--- src/design/sra_pkg.sv ---
// Purpose: shared constants and types for the address-related system registers
// Assumes: 32-bit APB, byte address = 4 * printed register index
// Notes: nibble-wide registers sit in the low bits of each word
package sra_pkg;
   localparam int APB_AW = 12;
   localparam int NIB_W = 4;
   // printed system-register indexes
   localparam logic [7:0] IDX_AR = 8'h74;
   localparam logic [7:0] IDX_WINDOW = 8'h78;
   localparam logic [7:0] IDX_BANK = 8'h79;
   localparam logic [7:0] IDX_IXH = 8'h7a;
   localparam logic [7:0] IDX_IXM = 8'h7b;
   localparam logic [7:0] IDX_IXL = 8'h7c;
   localparam logic [7:0] IDX_FLAGS = 8'h7f;
   localparam logic [7:0] IDX_STACK = 8'h80;
   localparam int IDX_SHIFT = 2;
   // field positions
   localparam int IXH_ROWEN_BIT = 3;
   localparam int IXH_DATA_BIT = 0;
   localparam int FLAGS_IXEN_BIT = 0;
   localparam int BANK_W = 2;
   localparam int ROW_W = 3;
   localparam int COL_W = 4;
   localparam int DM_BANK_W = 4;
   localparam int DM_AW = 11;
   localparam int ROWPTR_W = 7;
   localparam int RF_AW = 7;
   localparam logic [BANK_W-1:0] BANK_RST = 2'h0;
   localparam logic [NIB_W-1:0] NIB_RST = 4'h0;

   typedef enum logic [3:0] {
      OP_NOP = 4'b0000,
      OP_PUSH_AR = 4'b0001,
      OP_POP_AR = 4'b0010,
      OP_BR_AR = 4'b0011,
      OP_CALL_AR = 4'b0100,
      OP_INC_AR = 4'b0101,
      OP_INC_IX = 4'b0110,
      OP_FILE_READ_TO_WINDOW = 4'b0111,
      OP_WINDOW_WRITE_TO_FILE = 4'b1000,
      OP_DM = 4'b1001,
      OP_GR_IND = 4'b1010
   } sra_op_type;
endpackage : sra_pkg

--- src/design/sra_core.sv ---
// Purpose: address pointer, stack, window, bank, index and row pointer logic
// Assumes: sequencer inputs synchronous to CLOCK, one instruction per cycle
// Notes: soft resets are one-cycle pulses; window register has no reset
//        stack has no overflow check; software keeps pushes within the depth
//
// Operation
// - push decrements pointer, then stores address
// - pop loads address, then increments pointer
// - indirect branch jumps to held address
// - indirect call jumps to held address
// - small variant: 8-bit pointer wraps FF
// - large variant: 13-bit pointer wraps 1FFF
// - window register is 4 bits at 78H
// - window undefined at power-on, kept otherwise
// - file read copies entry into window
// - file write copies window into entry
// - bank register upper two bits zero
// - bank selects 0-3, cleared by resets
// - bank writable whatever bank is selected
// - index spans 7AH low bits, 7BH, 7CH
// - row pointer from 7AH/7BH, enable 7AH msb
// - row pointer shares index bits; 7AH b2,b1 zero
// - index and enables cleared by all resets
// - enabled index ORs into OP_DM data addresses, not OP_GR_IND
// - index ignored for non data-memory instructions
// - row pointer replaces indirect destination bank/row
// - index increment wraps at 1FFH
// - fixed-zero bits ignore writes, read zero
module sra_core #(
   parameter int AR_W = 13,
   parameter int IX_W = 9,
   parameter int STACK_DEPTH = 8
) (
   input wire logic CLOCK,
   input wire logic RST_N,
   input wire logic CLKSTOP_RST,
   input wire logic CE_RST,
   input wire logic PSEL,
   input wire logic PENABLE,
   input wire logic PWRITE,
   input wire logic [sra_pkg::APB_AW-1:0] PADDR,
   input wire logic [31:0] PWDATA,
   output logic [31:0] PRDATA,
   output logic PREADY,
   output logic PSLVERR,
   input wire logic INSTR_VALID,
   input wire sra_pkg::sra_op_type INSTR_OP,
   input wire logic [sra_pkg::ROW_W-1:0] DM_ROW,
   input wire logic [sra_pkg::COL_W-1:0] DM_COL,
   input wire logic [sra_pkg::RF_AW-1:0] RF_ADDR_IN,
   input wire logic [sra_pkg::NIB_W-1:0] RF_RDATA,
   output logic PC_LOAD,
   output logic PC_CALL,
   output logic [AR_W-1:0] PC_TARGET,
   output logic RF_WE,
   output logic [sra_pkg::RF_AW-1:0] RF_ADDR,
   output logic [sra_pkg::NIB_W-1:0] RF_WDATA,
   output logic DM_VALID,
   output logic [sra_pkg::DM_AW-1:0] DM_ADDR
);
   import sra_pkg::*;

   localparam int SP_W = $clog2(STACK_DEPTH) + 1;
   localparam logic [SP_W-1:0] SP_EMPTY = SP_W'(STACK_DEPTH);
   localparam logic [SP_W-1:0] SP_ONE = SP_W'(1);
   localparam logic [AR_W-1:0] AR_ONE = AR_W'(1);
   localparam logic [AR_W-1:0] AR_RST = '0;
   localparam logic [IX_W-1:0] IX_ONE = IX_W'(1);

   logic [AR_W-1:0] ar_q;
   logic [AR_W-1:0] stack_q [STACK_DEPTH];
   logic [SP_W-1:0] sp_q;
   logic [NIB_W-1:0] window_q;
   logic [BANK_W-1:0] bank_q;
   logic row_en_q;
   logic ixh_q;
   logic [NIB_W-1:0] ixm_q;
   logic [NIB_W-1:0] ixl_q;
   logic ix_en_q;
   logic soft_rst;
   logic [7:0] idx;
   logic wr_acc;
   logic [DM_AW-1:0] ix_value;
   logic [ROWPTR_W-1:0] row_ptr;
   logic [IX_W-1:0] ix_inc;
   logic [DM_AW-1:0] ix_next;
   logic [DM_AW-1:0] dm_plain;
   logic [31:0] rd_d;
   logic hit_d;
   logic op_ok;
   logic [SP_W-1:0] sp_dec;
   logic [AR_W-1:0] stack_top;

   assign soft_rst = CLKSTOP_RST | CE_RST;
   assign idx = PADDR[IDX_SHIFT +: 8];
   assign wr_acc = PSEL & PENABLE & PREADY & PWRITE & ~PSLVERR;
   assign op_ok = INSTR_VALID;
   // upper index bits are the row pointer; 7AH b2,b1 are wired zero
   assign ix_value = {2'b00, ixh_q, ixm_q, ixl_q};
   assign row_ptr = {2'b00, ixh_q, ixm_q};
   assign ix_inc = ix_value[IX_W-1:0] + IX_ONE;
   assign ix_next = DM_AW'(ix_inc);
   assign dm_plain = {{(DM_BANK_W-BANK_W){1'b0}}, bank_q, DM_ROW, DM_COL};
   // one stack read port, shared by pop and its check
   assign sp_dec = sp_q - SP_ONE;
   assign stack_top = stack_q[sp_q[SP_W-2:0]];

   // read mux; only defined bits are returned, the rest read zero
   always_comb begin
      rd_d = '0;
      hit_d = 1'b1;
      case (idx)
         IDX_AR: rd_d = 32'(ar_q);
         IDX_WINDOW: rd_d = 32'(window_q);
         IDX_BANK: rd_d = 32'(bank_q);
         IDX_IXH: rd_d = {28'h0, row_en_q, 2'b00, ixh_q};
         IDX_IXM: rd_d = 32'(ixm_q);
         IDX_IXL: rd_d = 32'(ixl_q);
         IDX_FLAGS: rd_d = 32'(ix_en_q);
         IDX_STACK: rd_d = 32'(sp_q);
         default: hit_d = 1'b0;
      endcase
   end

   // zero-wait APB: answer in the first access cycle
   always_ff @(posedge CLOCK or negedge RST_N) begin
      if (!RST_N) begin
         PREADY <= 1'b0;
         PRDATA <= 32'h0;
         PSLVERR <= 1'b0;
      end else begin
         PREADY <= PSEL & ~PENABLE;
         if (PSEL & ~PENABLE) begin
            PRDATA <= PWRITE ? 32'h0 : rd_d;
            PSLVERR <= ~hit_d;
         end else if (PREADY) begin
            PRDATA <= 32'h0;
            PSLVERR <= 1'b0;
         end
      end
   end

   // address pointer and stack; instruction wins over a same-cycle bus write
   always_ff @(posedge CLOCK or negedge RST_N) begin
      if (!RST_N) begin
         ar_q <= AR_RST;
         sp_q <= SP_EMPTY;
      end else if (soft_rst) begin
         ar_q <= AR_RST;
      end else if (op_ok && INSTR_OP == OP_PUSH_AR) begin
         sp_q <= sp_dec;
      end else if (op_ok && INSTR_OP == OP_POP_AR) begin
         ar_q <= stack_top;
         sp_q <= sp_q + SP_ONE;
      end else if (op_ok && INSTR_OP == OP_INC_AR) begin
         ar_q <= ar_q + AR_ONE; // width sets the wrap point
      end else if (wr_acc && idx == IDX_AR) begin
         ar_q <= PWDATA[AR_W-1:0];
      end
   end

   // stack contents need no reset; entries are written before being popped
   always_ff @(posedge CLOCK) begin
      if (op_ok && INSTR_OP == OP_PUSH_AR && !soft_rst) begin
         stack_q[sp_dec[SP_W-2:0]] <= ar_q; // entry chosen by new pointer
      end
   end

   // window has no reset: undefined at power-on, then kept across every reset
   always_ff @(posedge CLOCK) begin
      if (op_ok && INSTR_OP == OP_FILE_READ_TO_WINDOW) begin
         window_q <= RF_RDATA;
      end else if (wr_acc && idx == IDX_WINDOW) begin
         window_q <= PWDATA[NIB_W-1:0];
      end
   end

   // bank register is always reachable, independent of the selected bank
   always_ff @(posedge CLOCK or negedge RST_N) begin
      if (!RST_N) begin
         bank_q <= BANK_RST;
      end else if (soft_rst) begin
         bank_q <= BANK_RST;
      end else if (wr_acc && idx == IDX_BANK) begin
         bank_q <= PWDATA[BANK_W-1:0]; // upper bits dropped
      end
   end

   // index, row pointer and both enables
   always_ff @(posedge CLOCK or negedge RST_N) begin
      if (!RST_N) begin
         row_en_q <= 1'b0;
         ixh_q <= 1'b0;
         ixm_q <= NIB_RST;
         ixl_q <= NIB_RST;
         ix_en_q <= 1'b0;
      end else if (soft_rst) begin
         row_en_q <= 1'b0;
         ixh_q <= 1'b0;
         ixm_q <= NIB_RST;
         ixl_q <= NIB_RST;
         ix_en_q <= 1'b0;
      end else if (op_ok && INSTR_OP == OP_INC_IX) begin
         ixh_q <= ix_next[2*NIB_W];
         ixm_q <= ix_next[NIB_W +: NIB_W];
         ixl_q <= ix_next[NIB_W-1:0];
      end else if (wr_acc) begin
         case (idx)
            IDX_IXH: begin
               row_en_q <= PWDATA[IXH_ROWEN_BIT];
               ixh_q <= PWDATA[IXH_DATA_BIT]; // b2,b1 ignored
            end
            IDX_IXM: ixm_q <= PWDATA[NIB_W-1:0];
            IDX_IXL: ixl_q <= PWDATA[NIB_W-1:0];
            IDX_FLAGS: ix_en_q <= PWDATA[FLAGS_IXEN_BIT];
            default: ;
         endcase
      end
   end

   // sequencer-facing results, one cycle after the instruction
   always_ff @(posedge CLOCK or negedge RST_N) begin
      if (!RST_N) begin
         PC_LOAD <= 1'b0;
         PC_CALL <= 1'b0;
         PC_TARGET <= AR_RST;
         RF_WE <= 1'b0;
         RF_ADDR <= '0;
         RF_WDATA <= NIB_RST;
         DM_VALID <= 1'b0;
         DM_ADDR <= '0;
      end else begin
         PC_LOAD <= op_ok && (INSTR_OP == OP_BR_AR || INSTR_OP == OP_CALL_AR);
         PC_CALL <= op_ok && INSTR_OP == OP_CALL_AR;
         PC_TARGET <= ar_q;
         RF_WE <= op_ok && INSTR_OP == OP_WINDOW_WRITE_TO_FILE;
         RF_ADDR <= RF_ADDR_IN;
         RF_WDATA <= window_q;
         DM_VALID <= op_ok && (INSTR_OP == OP_DM || INSTR_OP == OP_GR_IND);
         if (INSTR_OP == OP_DM && ix_en_q) begin
            DM_ADDR <= dm_plain | ix_value;
         end else if (INSTR_OP == OP_GR_IND && row_en_q) begin
            DM_ADDR <= {row_ptr, DM_COL};
         end else begin
            DM_ADDR <= dm_plain; // other instructions unmodified
         end
      end
   end

   // bank 3 on the small variant is a software fault, not checked here

   AST_PUSH_STORE: assert property (@(posedge CLOCK) disable iff (!RST_N)
      (op_ok && INSTR_OP == OP_PUSH_AR && !soft_rst) |=> sp_q == $past(sp_q) - SP_ONE
      && stack_q[sp_q[SP_W-2:0]] == $past(ar_q))
      else $error("push did not store address at decremented pointer");
   AST_POP_LOAD: assert property (@(posedge CLOCK) disable iff (!RST_N)
      (op_ok && INSTR_OP == OP_POP_AR && !soft_rst) |=> sp_q == $past(sp_q) + SP_ONE
      && ar_q == $past(stack_top))
      else $error("pop did not load address and increment pointer");
   AST_PUSH_POP: assert property (@(posedge CLOCK) disable iff (!RST_N || soft_rst)
      (op_ok && INSTR_OP == OP_PUSH_AR) ##1 (op_ok && INSTR_OP == OP_POP_AR) |=> ar_q == $past(ar_q, 2))
      else $error("pop after push did not restore address");
   AST_BRANCH: assert property (@(posedge CLOCK) disable iff (!RST_N)
      (op_ok && INSTR_OP == OP_BR_AR) |=> PC_LOAD && !PC_CALL && PC_TARGET == $past(ar_q))
      else $error("indirect branch target wrong");
   AST_CALL: assert property (@(posedge CLOCK) disable iff (!RST_N)
      (op_ok && INSTR_OP == OP_CALL_AR) |=> PC_LOAD && PC_CALL && PC_TARGET == $past(ar_q))
      else $error("indirect call target wrong");
   AST_AR_WRAP: assert property (@(posedge CLOCK) disable iff (!RST_N || soft_rst)
      (op_ok && INSTR_OP == OP_INC_AR && &ar_q) |=> ar_q == AR_RST)
      else $error("address pointer did not wrap to zero");
   AST_FILE_READ_TO_WINDOW: assert property (@(posedge CLOCK) disable iff (!RST_N)
      (op_ok && INSTR_OP == OP_FILE_READ_TO_WINDOW) |=> window_q == $past(RF_RDATA))
      else $error("file read did not load window");
   AST_WINDOW_WRITE_TO_FILE: assert property (@(posedge CLOCK) disable iff (!RST_N)
      (op_ok && INSTR_OP == OP_WINDOW_WRITE_TO_FILE) |=> RF_WE && RF_WDATA == $past(window_q))
      else $error("file write data wrong");
   AST_SOFT_CLEAR: assert property (@(posedge CLOCK) disable iff (!RST_N)
      soft_rst |=> bank_q == BANK_RST && ix_value == '0 && !row_en_q && !ix_en_q)
      else $error("soft reset did not clear bank and index");
   AST_WINDOW_HOLD: assert property (@(posedge CLOCK) disable iff (!RST_N)
      (soft_rst && !(op_ok && INSTR_OP == OP_FILE_READ_TO_WINDOW) && !(wr_acc && idx == IDX_WINDOW))
      |=> window_q == $past(window_q))
      else $error("window changed on soft reset");
   AST_IX_OR: assert property (@(posedge CLOCK) disable iff (!RST_N)
      (op_ok && INSTR_OP == OP_DM && ix_en_q) |=> DM_VALID && DM_ADDR == ($past(dm_plain) | $past(ix_value)))
      else $error("index modification wrong");
   AST_ROW_PTR: assert property (@(posedge CLOCK) disable iff (!RST_N)
      (op_ok && INSTR_OP == OP_GR_IND && row_en_q) |=> DM_ADDR == {$past(row_ptr), $past(DM_COL)})
      else $error("row pointer replacement wrong");
   AST_IX_WRAP: assert property (@(posedge CLOCK) disable iff (!RST_N || soft_rst)
      (op_ok && INSTR_OP == OP_INC_IX && ix_value[IX_W-1:0] == '1) |=> ix_value == '0)
      else $error("index did not wrap to zero");
   AST_ZERO_BITS: assert property (@(posedge CLOCK) disable iff (!RST_N)
      (PREADY && PSEL && !PWRITE && idx == IDX_IXH) |-> PRDATA[2:1] == 2'b00)
      else $error("fixed-zero bits read non-zero");

   // bus writes; a same-cycle soft reset or instruction has priority, so those cycles are left out, except OP_INC_IX in AST_IX_EN_WRITE
   AST_BANK_WRITE: assert property (@(posedge CLOCK) disable iff (!RST_N)
      (wr_acc && idx == IDX_BANK && !soft_rst)
      |=> bank_q == BANK_W'($past(PWDATA)))
      else $error("bank write not taken");
   AST_BANK_READ: assert property (@(posedge CLOCK) disable iff (!RST_N)
      (PREADY && PSEL && !PWRITE && idx == IDX_BANK)
      |-> PRDATA[31:BANK_W] == '0)
      else $error("bank upper bits read non-zero");
   AST_WINDOW_WRITE: assert property (@(posedge CLOCK) disable iff (!RST_N)
      (wr_acc && idx == IDX_WINDOW && !(op_ok && INSTR_OP == OP_FILE_READ_TO_WINDOW))
      |=> window_q == NIB_W'($past(PWDATA)))
      else $error("window write not taken");
   AST_IX_EN_WRITE: assert property (@(posedge CLOCK) disable iff (!RST_N)
      (wr_acc && idx == IDX_FLAGS && !soft_rst)
      |=> ix_en_q == $past(PWDATA[FLAGS_IXEN_BIT]))
      else $error("index enable write not taken");
   AST_ROW_EN_WRITE: assert property (@(posedge CLOCK) disable iff (!RST_N)
      (wr_acc && idx == IDX_IXH && !soft_rst && !(op_ok && INSTR_OP == OP_INC_IX))
      |=> row_en_q == $past(PWDATA[IXH_ROWEN_BIT]) && ixh_q == $past(PWDATA[IXH_DATA_BIT]))
      else $error("row pointer enable write not taken");
   AST_IXM_WRITE: assert property (@(posedge CLOCK) disable iff (!RST_N)
      (wr_acc && idx == IDX_IXM && !soft_rst && !(op_ok && INSTR_OP == OP_INC_IX))
      |=> ixm_q == NIB_W'($past(PWDATA)))
      else $error("index mid nibble write not taken");
   AST_IXL_WRITE: assert property (@(posedge CLOCK) disable iff (!RST_N)
      (wr_acc && idx == IDX_IXL && !soft_rst && !(op_ok && INSTR_OP == OP_INC_IX))
      |=> ixl_q == NIB_W'($past(PWDATA)))
      else $error("index low nibble write not taken");

   // instruction side effects
   AST_AR_INC: assert property (@(posedge CLOCK) disable iff (!RST_N)
      (op_ok && INSTR_OP == OP_INC_AR && !soft_rst)
      |=> ar_q == $past(ar_q) + AR_ONE)
      else $error("address pointer did not increment");
   AST_IX_INC: assert property (@(posedge CLOCK) disable iff (!RST_N)
      (op_ok && INSTR_OP == OP_INC_IX && !soft_rst)
      |=> ix_value[IX_W-1:0] == IX_W'($past(ix_value)) + IX_ONE)
      else $error("index did not increment");
   AST_DM_PLAIN: assert property (@(posedge CLOCK) disable iff (!RST_N)
      (op_ok && INSTR_OP == OP_DM && !ix_en_q)
      |=> DM_VALID && DM_ADDR == $past(dm_plain))
      else $error("data address modified with index disabled");
   AST_NOT_DM: assert property (@(posedge CLOCK) disable iff (!RST_N)
      (op_ok && INSTR_OP != OP_DM && INSTR_OP != OP_GR_IND)
      |=> !DM_VALID)
      else $error("data access raised by non data-memory instruction");
   AST_NOP_QUIET: assert property (@(posedge CLOCK) disable iff (!RST_N)
      (op_ok && INSTR_OP == OP_NOP)
      |=> !PC_LOAD && !RF_WE && !DM_VALID)
      else $error("no-op produced an action");
   AST_PC_QUIET: assert property (@(posedge CLOCK) disable iff (!RST_N)
      (op_ok && INSTR_OP != OP_BR_AR && INSTR_OP != OP_CALL_AR)
      |=> !PC_LOAD)
      else $error("program counter load without branch or call");
   AST_WINDOW_WRITE_TO_FILE_ADDR: assert property (@(posedge CLOCK) disable iff (!RST_N)
      (op_ok && INSTR_OP == OP_WINDOW_WRITE_TO_FILE)
      |=> RF_ADDR == $past(RF_ADDR_IN))
      else $error("file write address wrong");
   AST_WINDOW_WINDOW_WRITE_TO_FILE: assert property (@(posedge CLOCK) disable iff (!RST_N)
      (op_ok && INSTR_OP == OP_WINDOW_WRITE_TO_FILE && !(wr_acc && idx == IDX_WINDOW))
      |=> window_q == $past(window_q))
      else $error("file write changed window");

   COV_PUSH_POP: cover property (@(posedge CLOCK) disable iff (!RST_N)
      (op_ok && INSTR_OP == OP_PUSH_AR) ##[1:4] (op_ok && INSTR_OP == OP_POP_AR));
   COV_IX_MOD: cover property (@(posedge CLOCK) disable iff (!RST_N)
      op_ok && INSTR_OP == OP_DM && ix_en_q);
   COV_ROW_MOD: cover property (@(posedge CLOCK) disable iff (!RST_N)
      op_ok && INSTR_OP == OP_GR_IND && row_en_q);
   COV_BANK_WR: cover property (@(posedge CLOCK) disable iff (!RST_N)
      wr_acc && idx == IDX_BANK);
   COV_SOFT_RST: cover property (@(posedge CLOCK) disable iff (!RST_N)
      soft_rst && row_en_q);
endmodule : sra_core

--- config.mk ---
export PLATFORM = sky130hd
export DESIGN_NAME = sra_core
export DESIGN_NICKNAME = d
export VERILOG_FILES = /design/src/design/sra_pkg.sv /design/src/design/sra_core.sv
export SDC_FILE = /design/constraint.sdc
export NUM_CORES = 1
export LEC_CHECK = 0
export BUFFER_PORTS_ARGS = -buffer_cell sky130_fd_sc_hd__buf_2
export CORE_ASPECT_RATIO = 0.9
export CORE_MARGIN = 1
export CORE_UTILIZATION = 35
export DETAILED_ROUTE_END_ITERATION = 10
export GPL_TIMING_DRIVEN = 0
export PLACE_DENSITY = 0.64
export SLEW_MARGIN = 5
export SYNTH_ARGS = -nofsm -noshare
export SYNTH_HDL_FRONTEND = slang
export SYNTH_SLANG_ARGS = --single-unit
--- constraint.sdc ---
create_clock -name CLOCK -period 3.1 [get_ports CLOCK]
set_input_delay 0.62 -clock CLOCK [delete_from_list [all_inputs] [get_ports CLOCK]]
set_output_delay 0.62 -clock CLOCK [all_outputs]
set_load 0.02 [all_outputs]
=== Word-level counts from Yosys, hierarchy flattened ===
Memories as Yosys holds them, arrays and structs flattened.
Cells that the tools add are included.

* Bits in registers: 107
* Bits in writable memories: 104
* Input bits: 74
* Memories: 1

{| class="wikitable"
|+ Memory list
! name !! words !! bits a word !! rd ports !! clocked after memory_dff !! write ports !! RTL line !! text
|-
| stack_q || 8 || 13 || 1 || 0 || 1 || sra_core.sv:71 || <nowiki>logic [AR_W-1:0] stack_q [STACK_DEPTH];</nowiki>
|}

* $add $sub $neg: 4
* Equality and inequality tests: 20
* Multiplexer cells: 42
* Bitwise operators: 11
* Reduce and logical (&&, ||, !) cells: 38

{| class="wikitable"
|+ Operator list
! cell !! count
|-
| $pmux W13 S8 || 1
|-
| $mux W32 || 3
|-
| $mux W13 || 5
|-
| $eq A8 B7 Y1 const B || 7
|-
| $mux W4 || 12
|-
| $mux W9 || 2
|-
| $mux W1 || 17
|-
| $eq A4 B3 Y1 const B || 4
|-
| $logic_and A1 B1 Y1 || 15
|-
| $reduce_bool A2 Y1 || 7
|-
| $add A13 B1 Y13 const B || 1
|-
| $eq A4 B4 Y1 const B || 3
|-
| $reduce_bool A3 Y1 || 4
|-
| $reduce_and A2 Y1 || 5
|-
| $add A9 B1 Y9 const B || 1
|-
| $or A9 B9 Y9 || 1
|-
| $eq A4 B2 Y1 const B || 2
|-
| $eq A8 B8 Y1 const B || 1
|-
| $reduce_or A8 Y1 || 1
|-
| $reduce_and A3 Y1 || 2
|-
| $and A1 B1 Y1 || 5
|-
| $add A4 B1 Y4 const B || 1
|-
| $eq A4 B1 Y1 const B || 1
|-
| $mux W2 || 2
|-
| other kinds (7) || 12
|}

=== Logic depth before layout (Yosys ltp) ===
* Depth after elaboration: 10
* Gate-level depth with buffers: 8

=== Least setup slack after synthesis ===
No wires, ideal clock.

* Path type: input -> register
* Start: input INSTR_OP[1]
* End: memory stack_q[3][0], enable pin
* Data arrival time: 2.493 ns
* Required time: 2.700 ns
* Slack: 0.207 ns
* Cell stages on the path: 5
* Cells stage by stage: buf_2 nand3b_4 nor3_2 nand3_1 nor3_1

* Longest elaborated chain between the ends: 5

{| class="wikitable"
|+ RTL lines
! item !! RTL line !! text
|-
| from (decl) || sra_core.sv:47 || <nowiki>input wire sra_pkg::sra_op_type INSTR_OP,</nowiki>
|-
| $eq A4 B1 Y1 || sra_core.sv:164 || <nowiki>if (op_ok && INSTR_OP == OP_PUSH_AR && !soft_rst) begin</nowiki>
|-
| $logic_and A1 B1 Y1 (2 in series) || sra_core.sv:164 ||
|-
| $mux W1 || sra_core.sv:164 ||
|-
| $mux W1 (implied by the code) || sra_core.sv:165 || <nowiki>stack_q[sp_dec[SP_W-2:0]] <= ar_q;</nowiki>
|-
| to (decl) || sra_core.sv:71 ||
|}

Every way passes these cells.

=== Worst setup path after layout ===
* Start: register sp_q[0]
* End: memory stack_q[2][3], enable pin

* Longest elaborated chain between the ends: 1

{| class="wikitable"
|+ RTL lines
! item !! RTL line !! text
|-
| from (decl) || sra_core.sv:72 || <nowiki>logic [SP_W-1:0] sp_q;</nowiki>
|-
| from (signal assigned) || sra_core.sv:151 || <nowiki>sp_q <= sp_dec;</nowiki>
|-
| from (signal assigned) || sra_core.sv:154 || <nowiki>sp_q <= sp_q + SP_ONE;</nowiki>
|-
| $sub A4 B1 Y4 || sra_core.sv:105 || <nowiki>assign sp_dec = sp_q - SP_ONE;</nowiki>
|}

Every way passes these cells.

==> results.txt <==
----------------------------------------------------
[Global route]
  Global-route usage over all layers ... 0.177
  Maximum number of pins on one net before global-route repair ... between 50 and 60
  First-pass GRT wire length ... 32.0 mm
  Total overflow reported by the global router ... 0
  Number of antenna violations at the first check in global routing ... 0
  Number of global-route vias before repair ... roughly 5300

[Final layout]
  Growth of design area from synthesis to finish ... 20.9%
  Antenna cell count ... 0
  Fraction of final layout cells with drive strength greater than 1 ... 0.311
  NumNets Final ... about 810
  Layout filler cell count ... 2172
  Final standard cell area without fillers ... about 10000 sq um

[Power]
  Maximum vdd ir drop ... a little over 0.3 mV
  Total power draw ... roughly 6100 uW
  Leak pwr ... 0.00403 uW
  Power density cells ... between 600 and 700 nW/um^2

[STA]
  Maximum clock frequency ... ~340 MHz
  Total count of max-transition violations in the final report ... 0
  Hold violation count in the final report ... 0
  Portion of the clock cycle consumed by the worst path in the final layout ... 0.953
  Transition at the pin with the smallest max-transition slack ... just over 0.8 ns
  Post-route setup TNS ... 0 ns
  Worst Slack Setup Final ... ~0.14 ns
  Post-Route Skew ... approximately 0.014 ns
  RSZ-0062 raised after global routing ... true
  Worst rel slew slack ... 0.459
  Final setup violation count ... 0
  Min cycle time layout ... just under 3 ns

[Clock tree]
  Clk pin slew, worst setup/hold paths ... approximately 0.08 ns
  Buffer count from post-CTS setup fixing ... 0
  Insertion delay of the later-clocked pin in the worst-skew pair ... approximately 0.44 ns
  Number of sinks on the clock net ... 190
  Clock tree from TritonCTS ... built
  Cts hold-fix bufs ... 0
  Clk Tree Root Cell ... sky130_fd_sc_hd__clkbuf_16
  H-Tree Level Count ... 4
  Maximum buffer depth of the clock tree ... 2
  TritonCTS Buffers ... 17

[Critical path]
  Worst Path Arrival ... roughly 3 ns
  Type of the worst setup path ... flip-flop to flip-flop
  Number of cells on the worst reg-to-reg path ... 7
  Reg2reg start ... sp_q[0]$_DFFE_PN0P_
  Required time at the worst-slack endpoint ... 3.24 ns
  Internal reg-to-reg setup slack ... 0.14 ns
  Top Family by Delay on Critical Path ... buffers and inverters
  Critical path launch point type ... flip-flop
  Maximum fanout along the worst path ... 10
  Cell with the largest stage delay on the worst path ... sky130_fd_sc_hd__nor3_2
  Reg2Reg Capture Point ... stack_q[2][3]$_DFFE_PP_
  Cell-by-cell listing of the critical path ... buf_2 -> buf_4 -> inv_1 -> ha_1 -> buf_1 -> nor3_2 -> buf_4
  Top cell by count, worst path ... sky130_fd_sc_hd__buf_4
  CP Buf/Inv Count ... 5
  Crit. End Element ... flip-flop
  CP peak stage delay ... 0.60 ns

[Placement]
  GPL Wtd Cong ... 0.829
  Detailed-placement wirelength estimate ... ~14 mm
  Total placed instance area ... about 9400 sq um
  # port buffers ... 100
  Setup WS pre-CTS ... -0.0883 ns

[Drt]
  Vias after detailed routing ... 5553
  Number of optimization iterations in the first detailed-route pass ... 5
  Number of vias per cell ... around 5.3
  Routed len/inst ... 19.8 um
  Number of DRC violations after detailed routing ... 0
  Aggregate routed wire length ... ~21 mm
  Antenna Violating Nets Remaining ... 0
  Starting DRT DRC Count ... between 400 and 500

[Status]
  Result of the run ... finished, final reports clean

[Synthesis]
  Total of flip-flops plus latches after synthesis ... 190
  Number of warnings printed during yosys synthesis ... 0
  Cell area after technology mapping ... about 8300 sq um
  Mean cell area of the mapped netlist ... 14.1 sq um
  Number of enable-type register cells in the synthesized netlist ... approximately 110
  Sequential fraction of the synthesis area ... 0.638
  Post-synthesis instance total ... 590
  Yosys cell types ... 70
  Post-synth top flop ... sky130_fd_sc_hd__edfxtp_1
  Async set-reset flop share out of synthesis ... 0.432

[Floorplan]
  Die Span X ... ~160 um
  Effective utilization at floorplan ... 0.356
  Cell Rows ... 53
  Top-Level Pins ... 147
  DIE AREA ... roughly 24000 sq um
  Height of the chip ... about 150 um
  Placeable Area ... roughly 23000 sq um

[Job]
  Max-cap violations ... 0

[Worst hold path]
  Path category of the worst min-delay check ... primary input to async pin

----------------------------------------------------
-- per-stage QoR --
stage / std cells / util / hold WS [ns]
final: 1051 / 0.430 / 0.0988
after global placement: 1012 / 0.397 / 0.370
after global routing: 1051 / 0.430 / 0.109
after floorplan: 610 / - / 0.324
after CTS: 1051 / 0.430 / 0.108
after detailed placement: 1019 / 0.402 / 0.375
-- placed cells by master, fill, tap and decap left out, types with 18 or more instances in the layout --
cell type / n
sky130_fd_sc_hd__nand2_1: 51
sky130_fd_sc_hd__buf_4: 26
sky130_fd_sc_hd__o21ai_0: 19
sky130_fd_sc_hd__conb_1: 21
sky130_fd_sc_hd__nor2_1: 19
sky130_fd_sc_hd__buf_2: 110
sky130_fd_sc_hd__edfxtp_1: 108
sky130_fd_sc_hd__a22o_1: 18
sky130_fd_sc_hd__nand3_1: 25
sky130_fd_sc_hd__dfrtp_1: 81
sky130_fd_sc_hd__mux4_2: 26
-- power by group --
group	internal (uW)	switching, uW	leakage (uW)
sequential	2700	40.3	0.00212
clock	1180	1140	0.000305
combinational	471	598	0.00161
-- layer usage --
metal / global-route usage / wire (um) / vias to the layer above
met5: 0 / 0 / -
met4: 0.0472 / 323 / 0
met3: 0.0416 / 1150 / 25
met2: 0.271 / 9840 / 184
met1: 0.252 / 9490 / 2824
li1: - / - / 2520
-- state kept, by name, indices dropped and copies added, names as in the netlist, 2 cells and up --
name / count
ixm_q: 4
PRDATA: 13
ar_q: 13
bank_q: 2
DM_ADDR: 9
RF_WDATA: 4
PC_TARGET: 13
RF_ADDR: 7
ixl_q: 4
sp_q: 4
window_q: 4
stack_q: 104
-- area by class of cell --
cell class | count | area (sq um) | share of cell area
plain buffers | 51 | 297 | 0.0295
clock buffers | 17 | 425 | 0.0424
clock inverters | 15 | 214 | 0.0213
inverters | 9 | 33.8 | 0.00336
multi-input cells | 360 | 2800 | 0.278
flip-flops and latches | 190 | 5300 | 0.527
well taps | 302 | 378 | 0.0376
repair buffers | 107 | 606 | 0.0603
-- cells in the mapped netlist, types with 12 or more instances --
cell / number / area (sq um)
sky130_fd_sc_hd__a21oi_1: 17 / 85.1
sky130_fd_sc_hd__a22o_1: 18 / 158
sky130_fd_sc_hd__a32o_1: 12 / 120
sky130_fd_sc_hd__buf_4: 24 / 180
sky130_fd_sc_hd__clkbuf_1: 14 / 52.6
sky130_fd_sc_hd__dfrtp_1: 81 / 2030
sky130_fd_sc_hd__edfxtp_1: 108 / 3240
sky130_fd_sc_hd__mux4_2: 26 / 586
sky130_fd_sc_hd__nand2_1: 51 / 191
sky130_fd_sc_hd__nand3_1: 25 / 125
sky130_fd_sc_hd__nor2_1: 23 / 86.3
sky130_fd_sc_hd__nor3_1: 12 / 60.1
sky130_fd_sc_hd__o21ai_0: 19 / 95.1
-- how the worst max path moves through the flow --
stage / from / to / slack (ns) / cells past startpoint
4_1_cts: sp_q[0]$_DFFE_PN0P_ / stack_q[4][9]$_DFFE_PP_ / -0.06 / 7
6_report: sp_q[0]$_DFFE_PN0P_ / stack_q[2][3]$_DFFE_PP_ / 0.14 / 7
3_5_place_dp: sp_q[0]$_DFFE_PN0P_ / stack_q[4][12]$_DFFE_PP_ / -0.09 / 7
3_3_place_gp: sp_q[0]$_DFFE_PN0P_ / stack_q[2][9]$_DFFE_PP_ / -1.02 / 6
2_1_floorplan: INSTR_OP[1] / stack_q[3][0]$_DFFE_PP_ / 0.21 / 5
5_1_grt: sp_q[0]$_DFFE_PN0P_ / stack_q[2][3]$_DFFE_PP_ / -0.01 / 7
-- kinds of logic (layout without fill, tap and decap cells) --
family | count (synthesis) | in the layout | share of synthesized area
fa+ha+maj | 4 | 4 | 0.00603
buf+inv | 60 | 199 | 0.0398
other cells | 1 | 21 | 0.000451
flops | 190 | 190 | 0.638
mux | 45 | 45 | 0.0946
xor+xnor | 14 | 14 | 0.0148
compound gates | 105 | 105 | 0.0940
simple gates | 171 | 171 | 0.113
-- repair_timing --
item,in CTS,in global routing
setup endpoints to repair,26,34
resized for setup,0,2
gates cloned,0,0
No activity file was read; power rests on OpenSTA's default activity.
